$ cat config.mk
export PLATFORM = sky130hd
export DESIGN_NAME = epm_counter_bank
export DESIGN_NICKNAME = d
export VERILOG_FILES = /design/src/epm_pkg.sv /design/src/epm_counter16.sv /design/src/epm_counter8.sv /design/src/epm_counter_bank.sv
export SDC_FILE = /design/constraint.sdc
export NUM_CORES = 1
export LEC_CHECK = 0
export BUFFER_PORTS_ARGS = -buffer_cell sky130_fd_sc_hd__buf_2
export CELL_PAD_IN_SITES_DETAIL_PLACEMENT = 0
export CELL_PAD_IN_SITES_GLOBAL_PLACEMENT = 2
export CORE_MARGIN = 1
export CORE_UTILIZATION = 33
export CTS_CLUSTER_SIZE = 24
export DETAILED_ROUTE_END_ITERATION = 10
export GPL_TIMING_DRIVEN = 1
export PLACE_DENSITY = 0.92
export SYNTH_ARGS = -nofsm -noshare
export SYNTH_HDL_FRONTEND = slang
export SYNTH_SLANG_ARGS = --single-unit
$ cat constraint.sdc
create_clock -name sys_clk -period 4.5 [get_ports sys_clk]
set_clock_uncertainty 0.1 [all_clocks]
set_input_delay 0.225 -clock sys_clk [delete_from_list [all_inputs] [get_ports sys_clk]]
set_output_delay 0.225 -clock sys_clk [all_outputs]
set_load 0.01 [all_outputs]
$ cat src/epm_pkg.sv
// Constants and types for the E1 receive error event counter bank.
// Assumes a classic Wishbone slave with 32-bit data and byte addresses.
// Functional notes
// - Count each new frame loss declaration once
// - Frame loss count clears when software reads
// - Alignment change count, clear on read
// - Alignment change only when positions differ
// - Link 1 checksum errors counted, clear on read
// - Pattern errors: 16 bits, upper byte readable
// - Ordered upper then lower read subtracts the reported count
// - All counters reset to zero
// - Lower pattern byte readable, clears only after an upper read
package epm_pkg;

  ////////////////////////////////////////////////////////////////////////////
  // Register indices; byte address is four times the index
  localparam logic [11:0] IDX_FRAME_LOSS    = 12'h909;  // Frame loss count
  localparam logic [11:0] IDX_ALIGN_CHANGE  = 12'h90B;  // Alignment change count
  localparam logic [11:0] IDX_LINK1_CHKSUM  = 12'h90C;  // Link 1 checksum errors
  localparam logic [11:0] IDX_PATTERN_HIGH  = 12'h90D;  // Pattern errors, upper byte
  localparam logic [11:0] IDX_PATTERN_LOW   = 12'h90E;  // Pattern errors, lower byte
  localparam logic [11:0] IDX_EVENT_STATUS  = 12'h910;  // Sticky event flags
  localparam logic [11:0] IDX_EVENT_MASK    = 12'h911;  // Interrupt enables

  // Bus geometry and frame position width
  localparam int          ADR_W             = 14;       // Byte address width
  localparam int          POS_W             = 8;        // Frame position width

  // Reset values and saturation limits
  localparam logic [7:0]  CNT8_RESET        = 8'h00;
  localparam logic [15:0] CNT16_RESET       = 16'h0000;
  localparam logic [3:0]  FLAGS_RESET       = 4'h0;
  localparam logic [7:0]  CNT8_MAX          = 8'hFF;
  localparam logic [15:0] CNT16_MAX         = 16'hFFFF;

  // Event flag bit positions in status and mask
  localparam int          BIT_FRAME_LOSS    = 0;
  localparam int          BIT_ALIGN_CHANGE  = 1;
  localparam int          BIT_LINK1_CHKSUM  = 2;
  localparam int          BIT_PATTERN_ERR   = 3;

  // One-cycle events feeding counters and flags
  typedef struct packed {
    logic pattern_err;    // Bit 3
    logic link1_chksum;   // Bit 2
    logic align_change;   // Bit 1
    logic frame_loss;     // Bit 0
  } epm_events_t;

endpackage
$ cat src/epm_counter16.sv
// Saturating 16-bit event counter read as two bytes, upper byte first.
// Assumes one-cycle event and read pulses in the sys_clk domain.
`timescale 1ns/1ps
`default_nettype none
module epm_counter16 (
  input  wire logic       sys_clk,
  input  wire logic       reset_n,
  input  wire logic       event_in,   // One-cycle event
  input  wire logic       rd_high,    // Read of the upper byte
  input  wire logic       rd_low,     // Read of the lower byte
  output logic [15:0]     count,      // Live count
  output logic [7:0]      high_byte,  // Upper byte read value
  output logic [7:0]      low_byte,   // Lower byte read value
  output logic            armed       // Upper byte read, lower pending
);

  logic [15:0] snap;       // Value taken at upper read
  logic [15:0] next_base;  // Count less what software has taken
  logic        paired;     // Lower read completing a pair

  // Pair completes only after an upper read
  assign paired    = rd_low && armed;
  assign high_byte = count[15:8];
  // lower byte from snapshot when armed
  assign low_byte  = armed ? snap[7:0] : count[7:0];

  //////////////////////////////////////////////////////////////////////////////
  // Remove the reported amount, keep later events
  always_comb begin
    next_base = paired ? count - snap : count;
  end

  //////////////////////////////////////////////////////////////////////////////
  // Counter
  // zero at reset
  always_ff @(posedge sys_clk or negedge reset_n) begin
    if (!reset_n) begin
      count <= epm_pkg::CNT16_RESET;
    end else if (event_in && next_base != epm_pkg::CNT16_MAX) begin
      count <= next_base + 16'h0001;
    end else begin
      count <= next_base;
    end
  end

  //////////////////////////////////////////////////////////////////////////////
  // Snapshot and pairing state
  // clear only on ordered pair
  always_ff @(posedge sys_clk or negedge reset_n) begin
    if (!reset_n) begin
      snap  <= epm_pkg::CNT16_RESET;
      armed <= 1'b0;
    end else if (rd_high) begin
      snap  <= count;
      armed <= 1'b1;
    end else if (rd_low) begin
      armed <= 1'b0;
    end
  end

endmodule
`default_nettype wire

$ cat src/epm_counter8.sv
// Saturating 8-bit event counter that clears on a software read.
// Assumes one-cycle event and clear pulses in the sys_clk domain.
`timescale 1ns/1ps
`default_nettype none
module epm_counter8 (
  input  wire logic       sys_clk,
  input  wire logic       reset_n,
  input  wire logic       event_in,   // One-cycle event
  input  wire logic       clear_in,   // Read of this counter
  output logic [7:0]      count       // Present count
);

  //////////////////////////////////////////////////////////////////////////////
  // Count, clear and saturation
  // zero at reset
  always_ff @(posedge sys_clk or negedge reset_n) begin
    if (!reset_n) begin
      count <= epm_pkg::CNT8_RESET;
    end else if (clear_in) begin
      count <= {7'h00, event_in};
    end else if (event_in && count != epm_pkg::CNT8_MAX) begin
      count <= count + 8'h01;
    end
  end

endmodule
`default_nettype wire

$ cat src/epm_counter_bank.sv
// Top of the E1 receive error event counter bank with Wishbone slave.
// Assumes event inputs synchronous to sys_clk from framer, link and checker.
//
// The implementer's own choice: the Wishbone slave port.
`timescale 1ns/1ps
`default_nettype none
module epm_counter_bank (
  input  wire logic                       sys_clk,
  input  wire logic                       reset_n,
  // Wishbone slave
  input  wire logic                       wb_cyc_i,
  input  wire logic                       wb_stb_i,
  input  wire logic                       wb_we_i,
  input  wire logic [epm_pkg::ADR_W-1:0]  wb_adr_i,
  input  wire logic [3:0]                 wb_sel_i,
  input  wire logic [31:0]                wb_dat_i,
  output logic [31:0]                     wb_dat_o,
  output logic                            wb_ack_o,
  // Event sources
  input  wire logic                       frame_loss_state,
  input  wire logic                       lock_strobe,
  input  wire logic [epm_pkg::POS_W-1:0]  locked_position,
  input  wire logic [epm_pkg::POS_W-1:0]  offered_position,
  input  wire logic                       link1_checksum_error,
  input  wire logic                       pattern_bit_error,
  // Interrupt
  output logic                            irq
);

  //////////////////////////////////////////////////////////////////////////////
  // Declarations
  epm_pkg::epm_events_t ev;           // Events this cycle
  logic                 loss_prev;    // Frame loss level last cycle
  logic [11:0]          idx;          // Word index of access
  logic                 req;          // New request this cycle
  logic                 rd;           // New read
  logic                 wr;           // New write
  logic                 rd_loss;      // Read of frame loss count
  logic                 rd_align;     // Read of alignment count
  logic                 rd_chk;       // Read of checksum count
  logic                 rd_high;      // Read of pattern upper byte
  logic                 rd_low;       // Read of pattern lower byte
  logic [7:0]           loss_cnt;     // Frame loss count
  logic [7:0]           align_cnt;    // Alignment change count
  logic [7:0]           chk_cnt;      // Checksum error count
  logic [15:0]          pat_cnt;      // Pattern error count
  logic [7:0]           pat_high;     // Pattern upper byte
  logic [7:0]           pat_low;      // Pattern lower byte
  logic                 pat_armed;    // Lower read pending
  logic [3:0]           status;       // Sticky event flags
  logic [3:0]           mask;         // Interrupt enables
  logic [3:0]           next_status;  // Flags after this cycle
  logic [31:0]          next_rdata;   // Read mux

  // Word index compare
  function automatic logic hit(input logic [11:0] a, input logic [11:0] b);
    hit = (a == b);
  endfunction

  //////////////////////////////////////////////////////////////////////////////
  // Bus decode: one new request per ack
  assign idx      = wb_adr_i[epm_pkg::ADR_W-1:2];
  assign req      = wb_cyc_i && wb_stb_i && !wb_ack_o;
  assign rd       = req && !wb_we_i;
  assign wr       = req && wb_we_i;
  assign rd_loss  = rd && hit(idx, epm_pkg::IDX_FRAME_LOSS);
  assign rd_align = rd && hit(idx, epm_pkg::IDX_ALIGN_CHANGE);
  assign rd_chk   = rd && hit(idx, epm_pkg::IDX_LINK1_CHKSUM);
  assign rd_high  = rd && hit(idx, epm_pkg::IDX_PATTERN_HIGH);
  assign rd_low   = rd && hit(idx, epm_pkg::IDX_PATTERN_LOW);

  //////////////////////////////////////////////////////////////////////////////
  // Frame loss level history
  always_ff @(posedge sys_clk or negedge reset_n) begin
    if (!reset_n) begin
      loss_prev <= 1'b0;
    end else begin
      loss_prev <= frame_loss_state;
    end
  end

  //////////////////////////////////////////////////////////////////////////////
  // Event forming
  always_comb begin
    ev.frame_loss   = frame_loss_state && !loss_prev;
    ev.align_change = lock_strobe && (locked_position != offered_position);
    ev.link1_chksum = link1_checksum_error;
    ev.pattern_err  = pattern_bit_error;
  end

  //////////////////////////////////////////////////////////////////////////////
  // Counters
  // frame loss counter
  epm_counter8 u_loss (
    .sys_clk  (sys_clk),
    .reset_n  (reset_n),
    .event_in (ev.frame_loss),
    .clear_in (rd_loss),
    .count    (loss_cnt)
  );

  epm_counter8 u_align (
    .sys_clk  (sys_clk),
    .reset_n  (reset_n),
    .event_in (ev.align_change),
    .clear_in (rd_align),
    .count    (align_cnt)
  );

  epm_counter8 u_chk (
    .sys_clk  (sys_clk),
    .reset_n  (reset_n),
    .event_in (ev.link1_chksum),
    .clear_in (rd_chk),
    .count    (chk_cnt)
  );

  epm_counter16 u_pat (
    .sys_clk   (sys_clk),
    .reset_n   (reset_n),
    .event_in  (ev.pattern_err),
    .rd_high   (rd_high),
    .rd_low    (rd_low),
    .count     (pat_cnt),
    .high_byte (pat_high),
    .low_byte  (pat_low),
    .armed     (pat_armed)
  );

  //////////////////////////////////////////////////////////////////////////////
  // Sticky flags: set wins over write-one clear
  always_comb begin
    next_status = status;
    if (wr && wb_sel_i[0] && hit(idx, epm_pkg::IDX_EVENT_STATUS)) begin
      next_status = status & ~wb_dat_i[3:0];
    end
    next_status = next_status | {ev.pattern_err, ev.link1_chksum,
                                 ev.align_change, ev.frame_loss};
  end

  // Status register
  always_ff @(posedge sys_clk or negedge reset_n) begin
    if (!reset_n) begin
      status <= epm_pkg::FLAGS_RESET;
    end else begin
      status <= next_status;
    end
  end

  // Mask register
  always_ff @(posedge sys_clk or negedge reset_n) begin
    if (!reset_n) begin
      mask <= epm_pkg::FLAGS_RESET;
    end else if (wr && wb_sel_i[0] && hit(idx, epm_pkg::IDX_EVENT_MASK)) begin
      mask <= wb_dat_i[3:0];
    end
  end

  // Interrupt level output
  always_ff @(posedge sys_clk or negedge reset_n) begin
    if (!reset_n) begin
      irq <= 1'b0;
    end else begin
      irq <= |(next_status & mask);
    end
  end

  //////////////////////////////////////////////////////////////////////////////
  // Read data mux; unmapped reads return zero
  always_comb begin
    next_rdata = 32'h0000_0000;
    case (idx)
      epm_pkg::IDX_FRAME_LOSS:   next_rdata[7:0] = loss_cnt;
      epm_pkg::IDX_ALIGN_CHANGE: next_rdata[7:0] = align_cnt;
      epm_pkg::IDX_LINK1_CHKSUM: next_rdata[7:0] = chk_cnt;
      epm_pkg::IDX_PATTERN_HIGH: next_rdata[7:0] = pat_high;
      epm_pkg::IDX_PATTERN_LOW:  next_rdata[7:0] = pat_low;
      epm_pkg::IDX_EVENT_STATUS: next_rdata[3:0] = status;
      epm_pkg::IDX_EVENT_MASK:   next_rdata[3:0] = mask;
      default:                   next_rdata = 32'h0000_0000;
    endcase
  end

  // Ack one cycle after request, data with it
  always_ff @(posedge sys_clk or negedge reset_n) begin
    if (!reset_n) begin
      wb_ack_o <= 1'b0;
      wb_dat_o <= 32'h0000_0000;
    end else begin
      wb_ack_o <= req;
      if (rd) begin
        wb_dat_o <= next_rdata;
      end
    end
  end
endmodule
`default_nettype wire

# Word level (Yosys, flattened, before mapping)
# Index checks and enable logic that the tools add are counted.
# op_classes
n_bitwise	4
muxes	14
reduce_logical	27
add_sub_neg	5
eq_ne	12
# ops
operator	n
== test 12 bit (second input constant)	7
two-way mux 8 bit	7
two-way mux 16 bit	2
case mux 4 bit (7 select lines)	1
adder 8 x 1 -> 8 bit (second input constant)	3
inequality test 8 bit (second input constant)	3
case mux 4 bit (5 select lines)	1
logical AND 1 bit	19
adder 16 x 1 -> 16 bit (second input constant)	1
inequality test 16 bit (second input constant)	1
subtractor 16 bit	1
bitwise AND 4 bit	2
inequality test 8 bit	1
nonzero test 2 bit	4
two-way mux 4 bit	1
inverter 4 bit	1
OR 4 bit	1
OR reduction 4 bit	1
zero test 1 bit	3
two-way mux 1 bit	2
# word_totals
ff_bits	76
inputBits	75

# Logic depth before layout (Yosys ltp)
# logic_depth
depth_word	9
mapped_depth	14
mapped_depth_nobuf	14

# Modules after synthesis
# A second synthesis with hierarchy kept.
# unflattened
cells_unflattened	630
hier_area_um2	5671.7
# modules_own_cells
module	instances	area_per_inst_um2	cells_per_inst
epm_counter16	1	2672.6	319
epm_counter_bank	1	1580.3	170
epm_counter8	3	473.0	47

# Worst setup path before layout
# OpenSTA, ideal clock, no wires.
# synth_timing
path_kind	reg2reg
startpoint	register u_pat.count[0]
endpoint	register u_pat.count[1]
required_ns	4.273
path_stages_with_launch	15
setup_time_ns	0.127
period_less_slack_ns	3.464
arrival_ns	3.236
path_buffers	0
setup_slack_ns	1.036
path_cell_list	dfrtp_1 -> inv_1 -> ha_1 -> inv_1 -> fa_1 -> a21o_1 -> a311o_1 -> o311ai_0 -> nand2_2 -> o41ai_4 -> o2111ai_2 -> nor4_4 -> inv_2 -> nand2_2 -> mux2_1
# synth_via
elab_chain_cells	5
# synth_lines
item	line	rtl
start: declaration	epm_counter16.sv:11	output logic [15:0] count,
start signal: assignment	epm_counter16.sv:38	count <= epm_pkg::CNT16_RESET;
start signal: assignment	epm_counter16.sv:40	count <= next_base + 16'h0001;
start signal: assignment	epm_counter16.sv:42	count <= next_base;
subtractor 16 bit	epm_counter16.sv:30	next_base = paired ? count - snap : count;
two-way mux 16 bit *	epm_counter16.sv:30	
parallel branches: the longest is 2 deep, another holds adder 16 x 1 -> 16 bit	-	
two-way mux 16 bit *	epm_counter16.sv:39	end else if (event_in && next_base != epm_pkg::CNT16_MAX) begin
# Every way passes the cells marked *.
# A chain may end at the register's enable or synchronous reset.

# Worst setup path in the final report
# layout_timing
startpoint	register u_pat.count[4]
endpoint	register u_pat.count[1]
# layout_via
elab_chain_cells	5
# layout_lines
item	line
subtractor 16 bit	epm_counter16.sv:30
two-way mux 16 bit *	epm_counter16.sv:30
inequality test 16 bit *	epm_counter16.sv:39
logical AND 1 bit *	epm_counter16.sv:39
two-way mux 16 bit *	epm_counter16.sv:39
# Every way passes the cells marked *; elsewhere a longest branch is shown, timed or not.

==> run_results.csv <==
group,metric,value,unit
status,status,"completed",
routing,vias,4388,
cts,cts_tree,"built",
timing,worst_slack,0.546,ns
worst_setup_path,critPathSlowestCell,"a221oi_1",
synthesis,syn_area,5270,um^2
routing,first_iter_violations,225,
synthesis,synth-seq-cells,76,
timing,slew_headroom,0.341,
worst_setup_path,crit_type,"register to register",
routing,met2_length,5950,um
cells_and_area,fillers,1571,
worst_setup_path,crit_path_end_kind,"register",
synthesis,postSynth.asyncResetShare,1.00,
grt,overflow,0,
grt,antenna_found_initial,0,
die,die_area,16500,um^2
timing,setup_tns,0,ns
synthesis,synth_ff_type,"dfrtp_1",
cells_and_area,num_antenna_cells,0,
cts,cts.sinks,76,
routing,wl_met3,654,um
timing,tightest_slew,0.989,ns
timing,slew_violations,0,
synthesis,yosysSeqAreaShare,0.361,
worst_setup_path,max_stage_delay,0.64,ns
synthesis,synthTopCellsByArea,"dfrtp_1, nand2_1, ha_1, xor2_1, o21ai_0",
cts,clock_latency,0.35,ns
grt,grt_max_degree,77,
cts,clk_pin_slew,0.06,ns
grt,grt_pass1_vias,4245,
routing,drc,0,
flow_run,cap_violations,0,
placed_design,place_inst,857,
synthesis,synth-edff-count,0,
worst_setup_path,cp.required,4.63,ns
placed_design,io_buffers,51,
cells_and_area,register_area,1900,um^2
worst_setup_path,rrSetupSlack,0.55,ns
placed_design,dp_slack,0.617,ns
die,pin_count,109,
cts,cts_made_buffers,9,
grt,grt_use_total,0.167,
synthesis,ys_warn_count,0,
die,rows,45,
cells_and_area,area_delta_synth_final,14.1,%
cells_and_area,final_util,0.391,
worst_setup_path,cp-startpoint,"u_pat.count[4]",
worst_setup_path,critical_path.top_delay_family,"compound AO/OA/AOI/OAI gates",
grt,grt_pass1_wl,21300,um
worst_setup_path,path_buf_inv,2,
worst_setup_path,cp.arrival,4.09,ns
routing,via_per_inst,5.01,
routing,dr.pass1.iters,5,
worst_hold_path,hp-class,"input pin to register",
timing,setup_violations,0,
die,fp.dieH,128,um
worst_setup_path,r2r_start,"u_pat.count[4]",
timing,period_share,0.879,
synthesis,syn_avg_cell_area,8.67,um^2
timing,period_needed,3.95,ns
cts,post_cts_buffers,0,
cells_and_area,final_layout_size_suffix_gt1_frac,0.145,
placed_design,dp_hpwl,9800,um
power_and_ir_drop,leakage,2.62,nW
worst_setup_path,crit_chain,"ha_1, o211ai_1, a21oi_1, o21ai_0, a221oi_1, and4b_1, nor4_2, buf_4, nor4_4, inv_2, nand2_2, mux2_1",
routing,wl,12900,um
cells_and_area,finalNonFillerCells,875,
power_and_ir_drop,power.density,375,nW/um^2
cts,cts_max_path_buffers,2,
die,die_w,128,um
timing,rsz0062_at_grt,"false",
routing,highest_layer,"met4",
cells_and_area,final_net_count,755,
cts,cts-root-buf,"clkbuf_16",
synthesis,netlist-cell-type-count,66,
worst_setup_path,path_max_fanout,6,
worst_setup_path,critPathLaunchType,"register",
die,start_util,0.343,
synthesis,synth_top_area_cell,"dfrtp_1",
worst_hold_path,min_from,"wb_dat_i[0]",
placed_design,gp_congestion,0.824,
routing,post_drt_wl_per_cell,14.8,um
power_and_ir_drop,ir_worst_vdd,0.197,mV
timing,whs,0.0236,ns
cts,htree_num_levels,3,
cells_and_area,fin_area,6020,um^2
timing,hold_viol,0,
routing,drt-met1-wl,6240,um
cells_and_area,multi_input_area,3100,um^2
synthesis,synth_cells,608,
routing,ant_nets,0,
power_and_ir_drop,finalPower,2.26,mW
placed_design,place_area,5680,um^2
die,core_area,15400,um^2
timing,fmaxAchievable,0.253,GHz
synthesis,synth_top_area_share,0.361,
## where the power goes
part	internal, mW	switching (mW)
Sequential	0.785	0.138
Clock	0.487	0.312
Combinational	0.218	0.319
## timing repair
item | CTS | global route
resized for setup | 0 | 0
hold buffers | 2 | 0
endpoints found under the hold margin | 77 | 0
## state kept, by name, summed over array words and instances (netlist names), 4 cells and up
name	flops
wb_dat_o	8
u_loss.count	8
u_chk.count	8
status	4
mask	4
u_pat.snap	16
u_pat.count	16
u_align.count	8
## cells by family after synthesis
logic type      after synthesis  share of synthesized area
simple gates                230                      0.222
compound gates              139                      0.174
xor+xnor                     43                     0.0714
other cells                   1                   0.000711
mux                          26                     0.0510
flops                        76                      0.361
buf+inv                      72                     0.0698
fa+ha+maj                    21                     0.0512
## layout by cell type, fill, tap and decap left out, types with 9 or more instances in the layout
| cell type | n |
|---|---|
| nand3_1 | 18 |
| a21o_1 | 9 |
| dfrtp_1 | 76 |
| buf_2 | 50 |
| inv_1 | 28 |
| a21oi_1 | 38 |
| o21ai_0 | 39 |
| xor2_1 | 25 |
| mux2i_1 | 19 |
| nor2_1 | 51 |
| nand4_1 | 10 |
| conb_1 | 24 |
| clkbuf_16 | 9 |
| nor3_1 | 10 |
| nor3b_1 | 9 |
| xnor2_1 | 18 |
| ha_1 | 20 |
| nand2_1 | 77 |
## final timing paths
kind                              endpoint  cells after the start
setup reg to reg            u_pat.count[1]                     12
hold reg to reg                wb_dat_o[3]                      1
hold / removal                     mask[0]                      2
min in group asynchronous  u_loss.count[6]                      2
max in group asynchronous  u_pat.count[12]                      2
setup / recovery            u_pat.count[1]                     12
## metal layers
metal | vias to the layer above | GRT usage
met5 | - | 0
met4 | 0 | 0.0457
met3 | 10 | 0.0333
met2 | 94 | 0.274
met1 | 2076 | 0.223
li1 | 2208 | -
## area by class of cell
class | count | share of cell area
Multi-Input combinational cell | 483 | 0.514
Sequential cell | 76 | 0.316
Timing Repair Buffer | 60 | 0.0549
Tap cell | 211 | 0.0439
Clock buffer | 10 | 0.0381
Inverter | 29 | 0.0181
Clock inverter | 6 | 0.0146
## synthesized netlist by cell type, types with 8 or more instances
master     n
ha_1      20
nor3_1    11
nand4_1   10
nor2_1    51
nand2_1   77
dfrtp_1   76
clkbuf_1  15
and3_1     8
buf_4     26
a21oi_1   38
xor2_1    25
a21o_1     9
o21ai_0   39
nand3_1   18
inv_1     28
xnor2_1   18
nor3b_1    9
mux2i_1   19
a22oi_1    8
(Power assumes the default switching activity.)
